`config.mk`:
```
export PLATFORM = sky130hd
export DESIGN_NAME = mgr_config
export DESIGN_NICKNAME = d
export VERILOG_FILES = /design/src/common/mgr_pkg.sv /design/src/rtl/mgr_tick.sv /design/src/rtl/mgr_config.sv
export SDC_FILE = /design/constraint.sdc
export NUM_CORES = 1
export LEC_CHECK = 0
export ABC_AREA = 0
export BUFFER_PORTS_ARGS = -buffer_cell sky130_fd_sc_hd__buf_4
export CORE_UTILIZATION = 49
export CTS_CLUSTER_DIAMETER = 40
export DETAILED_ROUTE_END_ITERATION = 8
export MAX_ROUTING_LAYER = met4
export PLACE_DENSITY = 0.81
export SKIP_LAST_GASP = 1
export SLEW_MARGIN = 20
export SYNTH_ARGS = -nofsm -noshare
export SYNTH_HDL_FRONTEND = slang
export SYNTH_SLANG_ARGS = --single-unit
```
`constraint.sdc`:
```
create_clock -name ref_clk -period 2.84 [get_ports ref_clk]
set_input_delay 0 -clock ref_clk [delete_from_list [all_inputs] [get_ports ref_clk]]
set_output_delay 0 -clock ref_clk [all_outputs]
set_load 0.005 [all_outputs]
```
`src/common/mgr_pkg.sv`:
```
package mgr_pkg;
  // Register addresses (index form, plain port)
  localparam logic [7:0] ADDR_MAC_CONFIG = 8'h01;
  localparam logic [7:0] ADDR_B2B_GAP = 8'h02;
  localparam logic [7:0] ADDR_NB2B_GAP = 8'h03;
  localparam logic [7:0] ADDR_CW_RETRY = 8'h04;
  localparam logic [7:0] ADDR_FRAME_LIMIT = 8'h05;
  localparam logic [7:0] ADDR_STATION_LOW = 8'h10;
  localparam logic [7:0] ADDR_STATION_MID = 8'h11;
  localparam logic [7:0] ADDR_STATION_HIGH = 8'h12;
  localparam logic [7:0] ADDR_TX_STATUS = 8'h20;
  localparam logic [7:0] ADDR_RX_STATUS = 8'h21;
  // Reset values
  localparam logic [15:0] RST_B2B_GAP = 16'h0000;
  localparam logic [15:0] RST_NB2B_GAP = 16'h0000;
  localparam logic [15:0] RST_CW_RETRY = 16'h370f;
  localparam logic [15:0] RST_FRAME_LIMIT = 16'h0600;
  localparam logic [15:0] RST_CONFIG = 16'h0000;
  // Writable bit masks; all others read zero
  localparam logic [15:0] MASK_B2B_GAP = 16'h007f;
  localparam logic [15:0] MASK_NB2B_GAP = 16'h7f7f;
  localparam logic [15:0] MASK_CW_RETRY = 16'h3f0f;
  localparam logic [15:0] MASK_CONFIG = 16'h0001;
  // Field positions
  localparam int CSW_LSB = 8;
  localparam int CW_LSB = 8;
  // Gap offsets in time units
  localparam logic [7:0] GAP_ADD_FULL = 8'h03;
  localparam logic [7:0] GAP_ADD_HALF = 8'h06;
  // Time unit 0.46 us = 460 ns
  localparam int UNIT_NS = 460;
  localparam int CLK_NS = 25;
  localparam int UNIT_CYC = UNIT_NS / CLK_NS;
  // One byte at 10 Mb/s = 800 ns
  localparam int BYTE_NS = 800;
  localparam int BYTE_CYC = BYTE_NS / CLK_NS;
endpackage : mgr_pkg

```
`src/rtl/mgr_tick.sv`:
```
`timescale 1ns/100ps
module mgr_tick #(
  parameter int DIV = 18
) (
  // Clock and reset
  input wire logic ref_clk,
  input wire logic nrst,
  // Control
  input wire logic clear,
  output logic tick
);
  // Counter is sixteen bits wide, so the divider must fit in it
  if (DIV < 1 || DIV > 65536)
  begin : g_div_check
    $error("DIV out of range");
  end
  logic [15:0] cnt;
  logic [15:0] next_cnt;
  logic next_tick;
  always_comb
  begin
    next_cnt = cnt + 16'h0001;
    next_tick = 1'b0;
    if (clear)
    begin
      next_cnt = 16'h0000;
    end
    else if (cnt == 16'(DIV - 1))
    begin
      next_cnt = 16'h0000;
      next_tick = 1'b1;
    end
  end
  always_ff @(posedge ref_clk or negedge nrst)
  begin
    if (!nrst)
    begin
      cnt <= 16'h0000;
      tick <= 1'b0;
    end
    else
    begin
      cnt <= next_cnt;
      tick <= next_tick;
    end
  end
endmodule : mgr_tick

```
`src/rtl/mgr_config.sv`:
```
`timescale 1ns/100ps
module mgr_config
  import mgr_pkg::*;
(
  // Clock and reset
  input wire logic ref_clk,
  input wire logic nrst,
  // Register port
  input wire logic [7:0] reg_addr,
  input wire logic [15:0] reg_wdata,
  input wire logic reg_wr,
  input wire logic reg_rd,
  output logic [15:0] reg_rdata,
  // Transmit path
  input wire logic tx_request,
  input wire logic tx_collision,
  input wire logic tx_end,
  input wire logic tx_back_to_back,
  output logic tx_go,
  output logic tx_abort,
  output logic tx_late_collision,
  // Receive path
  input wire logic rx_byte,
  input wire logic rx_end,
  output logic rx_oversize,
  // Configuration out
  output logic [47:0] station_address,
  output logic full_duplex_select
);
  import mgr_pkg::*;
  logic [15:0] back_to_back_gap, non_back_to_back_gap, collision_window_retry_limit;
  logic [15:0] receive_frame_limit, mac_config;
  logic [15:0] station_address_low, station_address_mid, station_address_high;
  logic [15:0] next_reg [8];
  logic unit_tick;
  logic [7:0] gap_cnt, next_gap_cnt;
  logic [15:0] byte_cnt, next_byte_cnt;
  logic [15:0] rx_cnt, next_rx_cnt;
  logic [3:0] retry_cnt, next_retry_cnt;
  logic [5:0] byte_div, next_byte_div;
  logic gap_clear;
  logic next_tx_go, next_tx_abort, next_late, next_rx_oversize;
  logic [15:0] next_rdata;
  logic [15:0] tx_status, next_tx_status, rx_status, next_rx_status;
  logic [6:0] carrier_sense_window, non_b2b, b2b;
  logic [5:0] collision_window;
  logic [3:0] retransmit_limit;
  logic [7:0] gap_target;
  typedef enum logic [1:0] {
    MGR_IDLE = 2'b00,
    MGR_GAP = 2'b01,
    MGR_SEND = 2'b10
  } mgr_state_e;
  mgr_state_e state, next_state;

  assign b2b = back_to_back_gap[6:0];
  assign carrier_sense_window = non_back_to_back_gap[CSW_LSB +: 7];
  assign non_b2b = non_back_to_back_gap[6:0];
  assign collision_window = collision_window_retry_limit[CW_LSB +: 6];
  assign retransmit_limit = collision_window_retry_limit[3:0];

  // Register writes, reserved bits forced to zero
  always_comb
  begin
    next_reg[0] = back_to_back_gap;
    next_reg[1] = non_back_to_back_gap;
    next_reg[2] = collision_window_retry_limit;
    next_reg[3] = receive_frame_limit;
    next_reg[4] = station_address_low;
    next_reg[5] = station_address_mid;
    next_reg[6] = station_address_high;
    next_reg[7] = mac_config;
    if (reg_wr)
    begin
      unique case (reg_addr)
        ADDR_B2B_GAP: next_reg[0] = reg_wdata & MASK_B2B_GAP;
        ADDR_NB2B_GAP: next_reg[1] = reg_wdata & MASK_NB2B_GAP;
        ADDR_CW_RETRY: next_reg[2] = reg_wdata & MASK_CW_RETRY;
        ADDR_FRAME_LIMIT: next_reg[3] = reg_wdata;
        ADDR_STATION_LOW: next_reg[4] = reg_wdata;
        ADDR_STATION_MID: next_reg[5] = reg_wdata;
        ADDR_STATION_HIGH: next_reg[6] = reg_wdata;
        ADDR_MAC_CONFIG: next_reg[7] = reg_wdata & MASK_CONFIG;
        default: next_reg[0] = back_to_back_gap;
      endcase
    end
  end

  // Read mux; unmapped reads zero
  always_comb
  begin
    next_rdata = 16'h0000;
    if (reg_rd)
    begin
      unique case (reg_addr)
        ADDR_B2B_GAP: next_rdata = back_to_back_gap;
        ADDR_NB2B_GAP: next_rdata = non_back_to_back_gap;
        ADDR_CW_RETRY: next_rdata = collision_window_retry_limit;
        ADDR_FRAME_LIMIT: next_rdata = receive_frame_limit;
        ADDR_STATION_LOW: next_rdata = station_address_low;
        ADDR_STATION_MID: next_rdata = station_address_mid;
        ADDR_STATION_HIGH: next_rdata = station_address_high;
        ADDR_MAC_CONFIG: next_rdata = mac_config;
        ADDR_TX_STATUS: next_rdata = tx_status;
        ADDR_RX_STATUS: next_rdata = rx_status;
        default: next_rdata = 16'h0000;
      endcase
    end
  end

  // Gap target depends on duplex and back-to-back kind
  always_comb
  begin
    if (!tx_back_to_back)
      gap_target = {1'b0, non_b2b};
    else if (mac_config[0])
      gap_target = {1'b0, b2b} + GAP_ADD_FULL;
    else
      gap_target = {1'b0, b2b} + GAP_ADD_HALF;
  end

  mgr_tick #(.DIV(UNIT_CYC)) u_unit (
    .ref_clk(ref_clk),
    .nrst(nrst),
    .clear(gap_clear),
    .tick(unit_tick)
  );

  // Transmit sequencing: gap, send, retry accounting
  always_comb
  begin
    next_state = state;
    next_gap_cnt = gap_cnt;
    next_byte_cnt = byte_cnt;
    next_byte_div = byte_div;
    next_retry_cnt = retry_cnt;
    next_tx_go = 1'b0;
    next_tx_abort = 1'b0;
    next_late = 1'b0;
    next_tx_status = tx_status;
    gap_clear = 1'b0;
    unique case (state)
      MGR_IDLE:
      begin
        gap_clear = 1'b1;
        next_gap_cnt = 8'h00;
        if (tx_request)
          next_state = MGR_GAP;
      end
      MGR_GAP:
      begin
        if (unit_tick)
          next_gap_cnt = gap_cnt + 8'h01;
        if (gap_cnt >= gap_target)
        begin
          next_state = MGR_SEND;
          next_tx_go = 1'b1;
          next_byte_cnt = 16'h0000;
          next_byte_div = 6'h00;
        end
      end
      MGR_SEND:
      begin
        if (byte_div == 6'(BYTE_CYC - 1))
        begin
          next_byte_div = 6'h00;
          next_byte_cnt = byte_cnt + 16'h0001;
        end
        else
          next_byte_div = byte_div + 6'h01;
        if (tx_collision)
        begin
          if (byte_cnt > {10'h000, collision_window})
          begin
            next_late = 1'b1;
            next_tx_status[1] = 1'b1;
          end
          if (retry_cnt >= retransmit_limit)
          begin
            next_tx_abort = 1'b1;
            next_tx_status[0] = 1'b1;
            next_retry_cnt = 4'h0;
            next_state = MGR_IDLE;
          end
          else
          begin
            next_retry_cnt = retry_cnt + 4'h1;
            next_state = MGR_GAP;
          end
          next_gap_cnt = 8'h00;
          gap_clear = 1'b1;
        end
        else if (tx_end)
        begin
          next_retry_cnt = 4'h0;
          next_state = MGR_IDLE;
        end
      end
      default: next_state = MGR_IDLE;
    endcase
    if (reg_rd && reg_addr == ADDR_TX_STATUS)
      next_tx_status = {14'h0000, next_tx_abort, next_late} | (next_tx_status & 16'h0000);
  end

  // Receive length check
  always_comb
  begin
    next_rx_cnt = rx_cnt;
    next_rx_oversize = 1'b0;
    next_rx_status = rx_status;
    if (rx_byte)
      next_rx_cnt = rx_cnt + 16'h0001;
    if (rx_end)
    begin
      next_rx_cnt = 16'h0000;
      if (rx_cnt > receive_frame_limit)
        next_rx_oversize = 1'b1;
    end
    if (reg_rd && reg_addr == ADDR_RX_STATUS)
      next_rx_status = 16'h0000;
    if (next_rx_oversize)
      next_rx_status[0] = 1'b1;
  end

  always_ff @(posedge ref_clk or negedge nrst)
  begin
    if (!nrst)
    begin
      back_to_back_gap <= RST_B2B_GAP;
      non_back_to_back_gap <= RST_NB2B_GAP;
      collision_window_retry_limit <= RST_CW_RETRY;
      receive_frame_limit <= RST_FRAME_LIMIT;
      station_address_low <= 16'h0000;
      station_address_mid <= 16'h0000;
      station_address_high <= 16'h0000;
      mac_config <= RST_CONFIG;
      reg_rdata <= 16'h0000;
      state <= MGR_IDLE;
      gap_cnt <= 8'h00;
      byte_cnt <= 16'h0000;
      byte_div <= 6'h00;
      retry_cnt <= 4'h0;
      tx_go <= 1'b0;
      tx_abort <= 1'b0;
      tx_late_collision <= 1'b0;
      tx_status <= 16'h0000;
      rx_cnt <= 16'h0000;
      rx_oversize <= 1'b0;
      rx_status <= 16'h0000;
      station_address <= 48'h0000_0000_0000;
      full_duplex_select <= 1'b0;
    end
    else
    begin
      back_to_back_gap <= next_reg[0];
      non_back_to_back_gap <= next_reg[1];
      collision_window_retry_limit <= next_reg[2];
      receive_frame_limit <= next_reg[3];
      station_address_low <= next_reg[4];
      station_address_mid <= next_reg[5];
      station_address_high <= next_reg[6];
      mac_config <= next_reg[7];
      reg_rdata <= next_rdata;
      state <= next_state;
      gap_cnt <= next_gap_cnt;
      byte_cnt <= next_byte_cnt;
      byte_div <= next_byte_div;
      retry_cnt <= next_retry_cnt;
      tx_go <= next_tx_go;
      tx_abort <= next_tx_abort;
      tx_late_collision <= next_late;
      tx_status <= next_tx_status;
      rx_cnt <= next_rx_cnt;
      rx_oversize <= next_rx_oversize;
      rx_status <= next_rx_status;
      // Byte one is most significant on the wire
      station_address <= {next_reg[6][7:0], next_reg[6][15:8],
                          next_reg[5][7:0], next_reg[5][15:8],
                          next_reg[4][7:0], next_reg[4][15:8]};
      full_duplex_select <= next_reg[7][0];
    end
  end

  // Checks
  a_rsvd_zero: assert property (@(posedge ref_clk) disable iff (!nrst)
    (back_to_back_gap & ~MASK_B2B_GAP) == 16'h0000 &&
    (collision_window_retry_limit & ~MASK_CW_RETRY) == 16'h0000)
    else $error("Reserved bits not zero");
  a_read_data: assert property (@(posedge ref_clk) disable iff (!nrst)
    reg_rd && reg_addr == ADDR_FRAME_LIMIT && !reg_wr |=> reg_rdata == $past(receive_frame_limit))
    else $error("Frame limit readback wrong");
  a_go_gap: assert property (@(posedge ref_clk) disable iff (!nrst)
    state == MGR_GAP && next_state == MGR_SEND |-> gap_cnt >= gap_target)
    else $error("Transmit started before gap");
  a_full_gap: assert property (@(posedge ref_clk) disable iff (!nrst)
    tx_back_to_back && mac_config[0] |-> gap_target == {1'b0, b2b} + 8'h03)
    else $error("Full duplex gap wrong");
  a_half_gap: assert property (@(posedge ref_clk) disable iff (!nrst)
    tx_back_to_back && !mac_config[0] |-> gap_target == {1'b0, b2b} + 8'h06)
    else $error("Half duplex gap wrong");
  a_nb2b_gap: assert property (@(posedge ref_clk) disable iff (!nrst)
    !tx_back_to_back |-> gap_target == {1'b0, non_b2b})
    else $error("Non back to back gap wrong");
  a_abort_limit: assert property (@(posedge ref_clk) disable iff (!nrst)
    state == MGR_SEND && tx_collision && retry_cnt >= retransmit_limit |=> tx_abort && state == MGR_IDLE)
    else $error("Missing abort at retry limit");
  a_late_coll: assert property (@(posedge ref_clk) disable iff (!nrst)
    tx_late_collision |-> $past(byte_cnt) > {10'h000, $past(collision_window)})
    else $error("Late collision inside window");
  a_oversize: assert property (@(posedge ref_clk) disable iff (!nrst)
    rx_end |=> rx_oversize == ($past(rx_cnt) > $past(receive_frame_limit)))
    else $error("Oversize flag wrong");
  a_duplex_out: assert property (@(posedge ref_clk) disable iff (!nrst)
    reg_wr && reg_addr == ADDR_MAC_CONFIG |=> full_duplex_select == $past(reg_wdata[0]))
    else $error("Duplex output not updated");
  a_addr_order: assert property (@(posedge ref_clk) disable iff (!nrst)
    station_address[7:0] == station_address_low[15:8] &&
    station_address[47:40] == station_address_high[7:0])
    else $error("Station address byte order");
endmodule : mgr_config

```
==> results of run 1 <==
## Yosys cell counts, types with 12 or more instances
master and number:
a21oi_1 37, ha_1 45, o21ai_0 36, nand4_1 22, nand2_1 66, nor2_1 75
nand3_1 27, a22oi_1 19, clkbuf_1 12, dfrtp_1 177, mux2_2 98, xor2_1 42
inv_1 39, xnor2_1 12
## repair_timing
action / 4_1_cts / 5_1_grt
gates resized for setup: 22 / 42
setup endpoints to repair: 25 / 25
hold buffers: 27 / 0
hold endpoints to repair: 211 / 0
buffers inserted: 3 / 3
gates cloned: 0 / 1
pin swaps: 13 / 29
## how the worst max path moves through the flow
stage,from,endpoint,slack [ns],cells after the start
finish,back_to_back_gap[1]$_DFFE_PN0P_,byte_div[1]$_DFFE_PN0P_,-0.13,15
global route,back_to_back_gap[2]$_DFFE_PN0P_,byte_cnt[13]$_DFFE_PN0P_,-0.24,15
CTS,back_to_back_gap[1]$_DFFE_PN0P_,byte_cnt[8]$_DFFE_PN0P_,-0.001,15
detailed placement,back_to_back_gap[2]$_DFFE_PN0P_,byte_cnt[8]$_DFFE_PN0P_,-0.42,15
global placement,back_to_back_gap[2]$_DFFE_PN0P_,byte_cnt[9]$_DFFE_PN0P_,-0.36,15
floorplan,back_to_back_gap[2]$_DFFE_PN0P_,byte_cnt[10]$_DFFE_PN0P_,0.004,14
## power by group
part / internal [mW] / switching (mW) / leakage [nW]
clock: 1.46 / 1.06 / 0.299
combinational: 0.434 / 0.512 / 2.80
sequential: 2.85 / 0.184 / 2.55
## critical path, cell delays in order, from the launching register on
cell,delay [ns]
dfrtp_1,0.39
inv_2,0.09
buf_4,0.15
ha_4,0.15
a21boi_2,0.19
o21ai_2,0.08
nor2_1,0.13
xor2_1,0.16
mux2i_1,0.10
ha_1,0.32
a21o_1,0.20
a221oi_2,0.24
o31a_1,0.31
buf_4,0.18
nor2_4,0.04
o21ai_0,0.16
## cells by family (layout without fill, tap and decap cells)
kind of cell,after synthesis,count (layout)
multiplexers,119,119
AO/OA/AOI/OAI,138,138
buffers and inverters,74,235
AND/OR/NAND/NOR,274,275
flip-flops,188,188
adder cells (fa/ha/maj),45,45
XOR/XNOR,54,54
## stage by stage
step | hold WS, ns | power, mW
3_5_place_dp | 0.107 | 3.91
6_report | 0.0419 | 6.51
4_1_cts | 0.0281 | 6.47
2_1_floorplan | -0.296 | 3.54
5_1_grt | 0.0481 | 6.76
3_3_place_gp | 0.0975 | 3.87
## final cells by class
class                   count  area (µm²)
fillers                  1459        7420
multi-input cells         631        5010
flip-flops and latches    188        4720
repair buffers            164        1340
clock buffers              20         467
well taps                 265         332
clock inverters            12         161
inverters                  39         146
## metal layers
layer / part of all wire / wire (µm)
met1: 0.42 / 10400
met2: 0.48 / 11900
met3: 0.057 / 1400
met4: 0.037 / 912
met5: 0 / 0
## flip-flops by register name, summed over array words and instances (netlist names), 2 cells and up
name and flops:
collision_window_retry_limit 10, retry_cnt 4, non_back_to_back_gap 14, byte_cnt 16
byte_div 6, u_unit.cnt 16, reg_rdata 16, station_address 3
station_address_mid 15, back_to_back_gap 7, station_address_low 15, receive_frame_limit 16
gap_cnt 8, tx_status 2, station_address_high 15, state 2
rx_cnt 16
==> flow_summary.json, run 1 <==
{
  "use_met2": 0.399,
  "grt_pass1_wl_um": 38100,
  "drc": 0,
  "dr_total_vias": 7566,
  "min_path_type": "input pin to register",
  "yosysWarnings": 0,
  "synthesis.instances": 892,
  "utilization": 0.621,
  "grtUsageTotal": 0.249,
  "r2r_setup_slack_ns": -0.13,
  "cp_max_fo": 4,
  "clkTransAtPathRegs_ns": 0.07,
  "period_share": 1.05,
  "hpwl_um": 16500,
  "setup_viol": 23,
  "slew-limit-headroom": 0.536,
  "worst_pin_slew_ns": 0.696,
  "cts_max_level": 4,
  "dieArea_um2": 20700,
  "synth_nets": 971,
  "dp.cells": 1253,
  "die_w_um": 144,
  "min_to": "mac_config[0]$_DFFE_PN0P_",
  "num_rows": 51,
  "ys_async_sr_fraction": 1.00,
  "rsz0062_at_grt": "yes",
  "reg2reg_depth": 15,
  "clock_sinks": 188,
  "cts-root-buf": "clkbuf_16",
  "synth_adder_area_share": 0.0572,
  "layout_common_cells": "176 x dfrtp_1, 131 x buf_4, 98 x mux2_2, 66 x nand2_1, 63 x nor2_1",
  "status": "complete, but fails checks",
  "start_util": 0.503,
  "rr_startpoint": "back_to_back_gap[1]$_DFFE_PN0P_",
  "violations": "setup timing",
  "cts_tree": "built",
  "setup-tns-final_ns": -1.98,
  "synth_top_cell_by_area": "dfrtp_1",
  "routedWlPerCell_um": 18.7,
  "synth_seq_cells": 188,
  "min-delay-start": "reg_wr",
  "synth_cell_types": 66,
  "worstSetupEndpointType": "register",
  "cts_buffers": 17,
  "diodes": 0,
  "hold_depth": 3,
  "final_common_cell": "dfrtp_1",
  "clock_path_buffers": 2,
  "crit_required_ns": 3.19,
  "cap_viol_max_count": 0,
  "io_pins": 103,
  "drt-initial-drc-count": 588,
  "yosys.area.top_type_share": 0.450,
  "finalHoldViolations": 0,
  "drive_above_1_share": 0.324,
  "synth_compound_area_frac": 0.0895,
  "fmax_ghz": 0.337,
  "avgSynthCellArea_um2": 11.0,
  "yosys.area_share.simple": 0.153,
  "detail-route-antenna-nets": 0,
  "synth_area_um2": 9850,
  "io_buffers": 102,
  "clkLatencyLatePin_ns": 0.44,
  "nNetsFinal": 1120,
  "syn2layout_area_growth_pct": 23.6,
  "first_global_vias": 7544,
  "synth_mux_area_frac": 0.139,
  "layout.cells.non_filler": 1319,
  "layout_setup_ws_ns": -0.131,
  "top_usage_layer": "met2",
  "vdd_drop_max_mv": 0.463,
  "place_area_um2": 11000,
  "synth_xor_area_frac": 0.0480,
  "cp-start-kind": "register",
  "setup.worst_path.class": "register to register",
  "grt_max_degree": 89,
  "vias_per_cell": 5.74,
  "first_pass_iters": 5,
  "wl_um": 24600,
  "min_period_ns": 2.97,
  "synth_edf_count": 0,
  "dp_slack_ns": -0.421,
  "grtUsageMet1": 0.304,
  "antenna_found_initial": 0,
  "fin_area_um2": 12200,
  "synth_top_family_by_area": "simple AND/OR/NAND/NOR gates",
  "coreArea_um2": 19600,
  "drv_slew": 0,
  "yosys-top-cells-area": "dfrtp_1 45%, mux2_2 11%, ha_1 5.7%",
  "die_h_um": 144,
  "ys_seq_area_frac": 0.479,
  "use_met3": 0.0493,
  "fin_skew_ns": 0.00960,
  "cp.arrival_ns": 3.32,
  "p_per_area_nw_per_um2": 535,
  "globalplace.congestion": 0.891,
  "synth_flop_cell": "dfrtp_1",
  "leakage_nw": 5.65,
  "rr_endpoint": "byte_div[1]$_DFFE_PN0P_",
  "grt-ovfl-total": 0
}
Note: power is estimated with default switching activity, not from simulation.
==> run 2: changes to the inputs <==
--- a/config.mk
+++ b/config.mk
@@ -9,3 +9,5 @@
 export BUFFER_PORTS_ARGS = -buffer_cell sky130_fd_sc_hd__buf_4
-export CORE_UTILIZATION = 49
+export CELL_PAD_IN_SITES_DETAIL_PLACEMENT = 1
+export CELL_PAD_IN_SITES_GLOBAL_PLACEMENT = 1
+export CORE_UTILIZATION = 43
 export CTS_CLUSTER_DIAMETER = 40
@@ -13,3 +15,3 @@
 export MAX_ROUTING_LAYER = met4
-export PLACE_DENSITY = 0.81
+export PLACE_DENSITY = 0.87
 export SKIP_LAST_GASP = 1
--- a/constraint.sdc
+++ b/constraint.sdc
@@ -3,2 +3,2 @@
 set_output_delay 0 -clock ref_clk [all_outputs]
-set_load 0.005 [all_outputs]
+set_load 0.1 [all_outputs]
==> flow_summary.json, run 2 (synthesis results as in run 1) <==
{
  "status": "complete, but fails checks",
  "violations": "setup timing",
  "grt_pass1_wl_um": 47400,
  "setup_viol": 24,
  "drt-initial-drc-count": 550,
  "layout_setup_ws_ns": -0.131,
  "total_power_mw": 6.65,
  "rr_startpoint": "back_to_back_gap[1]$_DFFE_PN0P_",
  "grt_max_degree": 97,
  "leakage_nw": 5.63,
  "fmax_ghz": 0.337,
  "rsz0062_at_grt": "yes",
  "slowest_delay_ns": 0.39,
  "cts_max_level": 4,
  "p_per_area_nw_per_um2": 551,
  "r2r_setup_slack_ns": -0.13,
  "crit_required_ns": 3.20,
  "die_w_um": 153,
  "finalHoldViolations": 0,
  "vdd_drop_max_mv": 0.398,
  "first_global_vias": 8438,
  "cp_max_fo": 6,
  "drv_slew": 0,
  "grtUsageTotal": 0.269,
  "drc": 0,
  "cts-root-buf": "clkbuf_16",
  "die_h_um": 153,
  "coreArea_um2": 22600,
  "cap_viol_max_count": 0,
  "clkTransAtPathRegs_ns": 0.08,
  "clock_path_buffers": 2,
  "routedWlPerCell_um": 22.6,
  "cp.arrival_ns": 3.33,
  "layout_common_cells": "175 x dfrtp_1, 125 x buf_4, 98 x mux2_2, 68 x nor2_1, 66 x nand2_1",
  "crit_slowest_cell": "dfrtp_1",
  "diodes": 0,
  "power.share.switching": 0.317,
  "min_period_ns": 2.97,
  "clock_sinks": 188,
  "n_fill_cell": 2384,
  "cts_buffers": 17,
  "dp_slack_ns": -0.213,
  "rr_endpoint": "byte_div[3]$_DFFE_PN0P_",
  "grt-ovfl-total": 0,
  "io_pins": 103,
  "cp.depth": 15,
  "detail-route-antenna-nets": 0,
  "wl_um": 30100,
  "cts_tree": "built",
  "reg2reg_depth": 15,
  "worstSetupEndpointType": "register",
  "pwr-share-clk": 0.352,
  "slew-limit-headroom": 0.447,
  "min_path_type": "input pin to register",
  "syn2layout_area_growth_pct": 22.6,
  "globalplace.congestion": 0.866,
  "crit_start": "back_to_back_gap[1]$_DFFE_PN0P_",
  "final_common_cell": "dfrtp_1",
  "first_pass_iters": 6,
  "start_util": 0.436,
  "worst-path-buf-inv": 3,
  "pwr-share-seq": 0.459,
  "io_buffers": 102,
  "num_rows": 55,
  "p_switching_mw": 2.11,
  "clkLatencyLatePin_ns": 0.44,
  "combPwrFrac": 0.189,
  "cp_cell_sequence": "inv_2 -> buf_6 -> ha_4 -> a21boi_2 -> o21ai_2 -> nor2_2 -> xor2_1 -> mux2i_1 -> ha_1 -> a21o_1 -> a221oi_2 -> o31a_1 -> nor2_4 -> buf_12 -> o21ai_1",
  "vias_per_cell": 5.88,
  "dr_total_vias": 7841,
  "critPathCapture": "byte_div[3]$_DFFE_PN0P_",
  "period_share": 1.05,
  "worst_path_dominant_cell_family": "compound AO/OA/AOI/OAI gates",
  "fin_skew_ns": 0.0148,
  "internal-power_mw": 4.54,
  "antenna_found_initial": 0,
  "worst_pin_slew_ns": 0.830,
  "fin_area_um2": 12100,
  "hpwl_um": 19600,
  "place_area_um2": 11000,
  "cp-start-kind": "register",
  "dieArea_um2": 23500,
  "setup.worst_path.class": "register to register",
  "nNetsFinal": 1115,
  "drive_above_1_share": 0.314
}
## run 2: worst min path at each step
stage	from	end	slack [ns]	depth (start not counted)
floorplan	nrst	back_to_back_gap[0]$_DFFE_PN0P_	-0.30	0
detailed placement	nrst	station_address_low[1]$_DFFE_PN0P_	0.16	1
global placement	nrst	station_address_low[1]$_DFFE_PN0P_	0.15	1
global route	reg_wr	mac_config[0]$_DFFE_PN0P_	0.05	3
finish	reg_addr[6]	rx_status[0]$_DFFE_PN0P_	0.02	4
CTS	reg_addr[6]	rx_status[0]$_DFFE_PN0P_	0.02	4
## run 2: cell type report
class	instances	area (µm²)	share of cell area
repair buffers	160	1360	0.112
inverters	39	146	0.0121
clock inverters	11	109	0.00902
flip-flops and latches	188	4720	0.391
clock buffers	21	450	0.0373
well taps	285	357	0.0295
multi-input cells	630	4930	0.408
## run 2: power groups by stage
stage                     logic, mW  registers [mW]  clock network (mW)
after detailed placement       1.15            3.09                   0
after global placement         1.09            3.08                   0
after CTS                      1.21            3.04                2.37
after floorplan               0.514            3.30                   0
after global routing           1.35            3.08                2.47
final                          1.26            3.05                2.34
## run 2: what timing repair did
item / 4_1_cts / 5_1_grt
hold buffers: 26 / 0
endpoints found under the setup margin: 25 / 25
endpoints found under the hold margin: 206 / 0
setup buffers: 5 / 1
gates cloned: 0 / 2
resized for setup: 17 / 27
pin swaps: 6 / 16
## run 2: per-stage QoR
step,utilization,TNS (ns),cells,hold WS [ns]
detailed placement,0.487,-3.18,1268,0.157
global placement,0.487,-0.892,1268,0.145
finish,0.535,-2.43,1334,0.0161
floorplan,-,0,892,-0.296
CTS,0.528,-0.173,1331,0.0162
global route,0.535,-4.34,1334,0.0529
## run 2: routing by layer
layer,track usage,share of wire
met5,-,0
met4,0.122,0.038
met3,0.0377,0.043
met2,0.445,0.51
met1,0.325,0.41
## run 2: tightest hold or removal path, stage by stage
cell,delay (ns)
buf_4,0.14
nor4b_2,0.08
nand3_1,0.10
a21o_1,0.11
==> run 3: changes to the inputs <==
Settings changed: CORE_MARGIN set to 3, SKIP_LAST_GASP 1 to not set.
==> flow_summary.json, run 3 (synthesis results as in run 1) <==
{
  "status": "complete, but fails checks",
  "violations": "setup timing",
  "first_pass_iters": 5,
  "wl_um": 31400,
  "die_w_um": 157,
  "antenna_found_initial": 0,
  "hpwl_um": 19700,
  "io_buffers": 102,
  "grt_pass1_wl_um": 49500,
  "min_period_ns": 3.01,
  "drive_above_1_share": 0.324,
  "slew-limit-headroom": 0.417,
  "setup-tns-final_ns": -3.42,
  "layout_common_cells": "175 x dfrtp_1, 121 x buf_4, 98 x mux2_2, 66 x nand2_1, 60 x nor2_1",
  "diodes": 0,
  "cts-root-buf": "clkbuf_16",
  "syn2layout_area_growth_pct": 22.8,
  "grt_max_degree": 85,
  "clock_sinks": 188,
  "grtUsageTotal": 0.266,
  "worstSetupEndpointType": "register",
  "drt-initial-drc-count": 603,
  "dp.cells": 1259,
  "io_pins": 103,
  "layout.cells.non_filler": 1324,
  "finalHoldViolations": 0,
  "drv_slew": 0,
  "cts_buffers": 17,
  "grtUsageMet1": 0.327,
  "setup.worst_path.class": "register to register",
  "first_global_vias": 8631,
  "start_util": 0.444,
  "vias_per_cell": 5.89,
  "globalplace.congestion": 0.902,
  "setup_viol": 25,
  "clkTransAtPathRegs_ns": 0.08,
  "top_usage_layer": "met2",
  "cts_tree": "built",
  "p_per_area_nw_per_um2": 568,
  "leakage_nw": 5.62,
  "num_rows": 54,
  "worst_pin_slew_ns": 0.868,
  "coreArea_um2": 22200,
  "total_power_mw": 6.87,
  "min_path_type": "input pin to register",
  "detail-route-antenna-nets": 0,
  "period_share": 1.06,
  "final_common_cell": "dfrtp_1",
  "crit_required_ns": 3.18,
  "use_met2": 0.440,
  "utilization": 0.546,
  "cp_max_fo": 11,
  "dieArea_um2": 24800,
  "cap_viol_max_count": 0,
  "use_met3": 0.0462,
  "n_fill_cell": 2353,
  "cts_max_level": 4,
  "cp-start-kind": "register",
  "dp_slack_ns": -0.341,
  "layout_setup_ws_ns": -0.175,
  "clock_path_buffers": 2,
  "nNetsFinal": 1110,
  "rsz0062_at_grt": "yes",
  "dr_total_vias": 7801,
  "drc": 0,
  "die_h_um": 157,
  "fmax_ghz": 0.332,
  "clkLatencyLatePin_ns": 0.46,
  "fin_skew_ns": 0.0128,
  "grt-ovfl-total": 0,
  "vdd_drop_max_mv": 0.361,
  "routedWlPerCell_um": 23.7,
  "cp.arrival_ns": 3.35
}
run 3: worst paths after layout:
| check | startpoint | endpoint | slack (ns) | depth (start not counted) |
|---|---|---|---|---|
| max | back_to_back_gap[1]$_DFFE_PN0P_ | byte_cnt[6]$_DFFE_PN0P_ | -0.17 | 17 |
| min | reg_addr[4] | rx_status[0]$_DFFE_PN0P_ | 0.1 | 4 |
| max reg2reg | back_to_back_gap[1]$_DFFE_PN0P_ | byte_cnt[6]$_DFFE_PN0P_ | -0.17 | 17 |
| min reg2reg | u_unit.cnt[0]$_DFF_PN0_ | u_unit.cnt[0]$_DFF_PN0_ | 0.50 | 1 |
| max in group asynchronous | nrst | collision_window_retry_limit[9]$_DFFE_PN1P_ | 1.79 | 3 |
| min in group asynchronous | nrst | reg_rdata[1]$_DFF_PN0_ | 0.16 | 2 |
run 3: worst max-delay path, stage by stage (launching register included):
cell      delay, ns
dfrtp_1        0.40
inv_2          0.09
buf_6          0.13
ha_4           0.16
a21boi_2       0.16
o21ai_2        0.09
buf_4          0.15
buf_4          0.12
buf_4          0.12
xnor2_1        0.11
nand2_1        0.08
o21ai_0        0.12
ha_1           0.30
nand2_1        0.05
o31a_1         0.30
nor2_4         0.22
buf_6          0.23
nor2_1         0.07
run 3: what timing repair did:
item | CTS | global route
hold buffers | 26 | 0
buffers inserted | 7 | 0
endpoints found under the setup margin | 25 | 25
gates cloned | 2 | 0
endpoints found under the hold margin | 202 | 0
gates resized for setup | 36 | 26
pin swaps | 17 | 12
run 3: where the power goes:
group	leakage, nW	total (mW)	switching, mW	internal [mW]
registers	2.54	3.06	0.205	2.85
logic	2.78	1.27	0.834	0.434
clock network	0.295	2.54	1.19	1.36
run 3: layout make-up:
| cell class | instances | area (µm²) | area share |
|---|---|---|---|
| clock buffer | 18 | 439 | 0.0363 |
| clock inverter | 14 | 170 | 0.0141 |
| inverter | 39 | 146 | 0.0121 |
| multi-input combinational | 630 | 4970 | 0.411 |
| sequential | 188 | 4720 | 0.391 |
| tap | 280 | 350 | 0.0290 |
| timing repair buffer | 155 | 1290 | 0.107 |
run 3: stage by stage:
| stage | hold slack, ns | cell area [µm²] |
|---|---|---|
| floorplan | -0.296 | 9860 |
| global placement | 0.0951 | 11000 |
| detailed placement | 0.0935 | 11000 |
| CTS | 0.0790 | 12000 |
| global route | 0.120 | 12100 |
| finish | 0.0955 | 12100 |
run 3: layer usage:
metal  wire length, µm  share of wire
met3              1280          0.041
met5                 0              0
met1             13400           0.43
met4               943          0.030
met2             15700           0.50
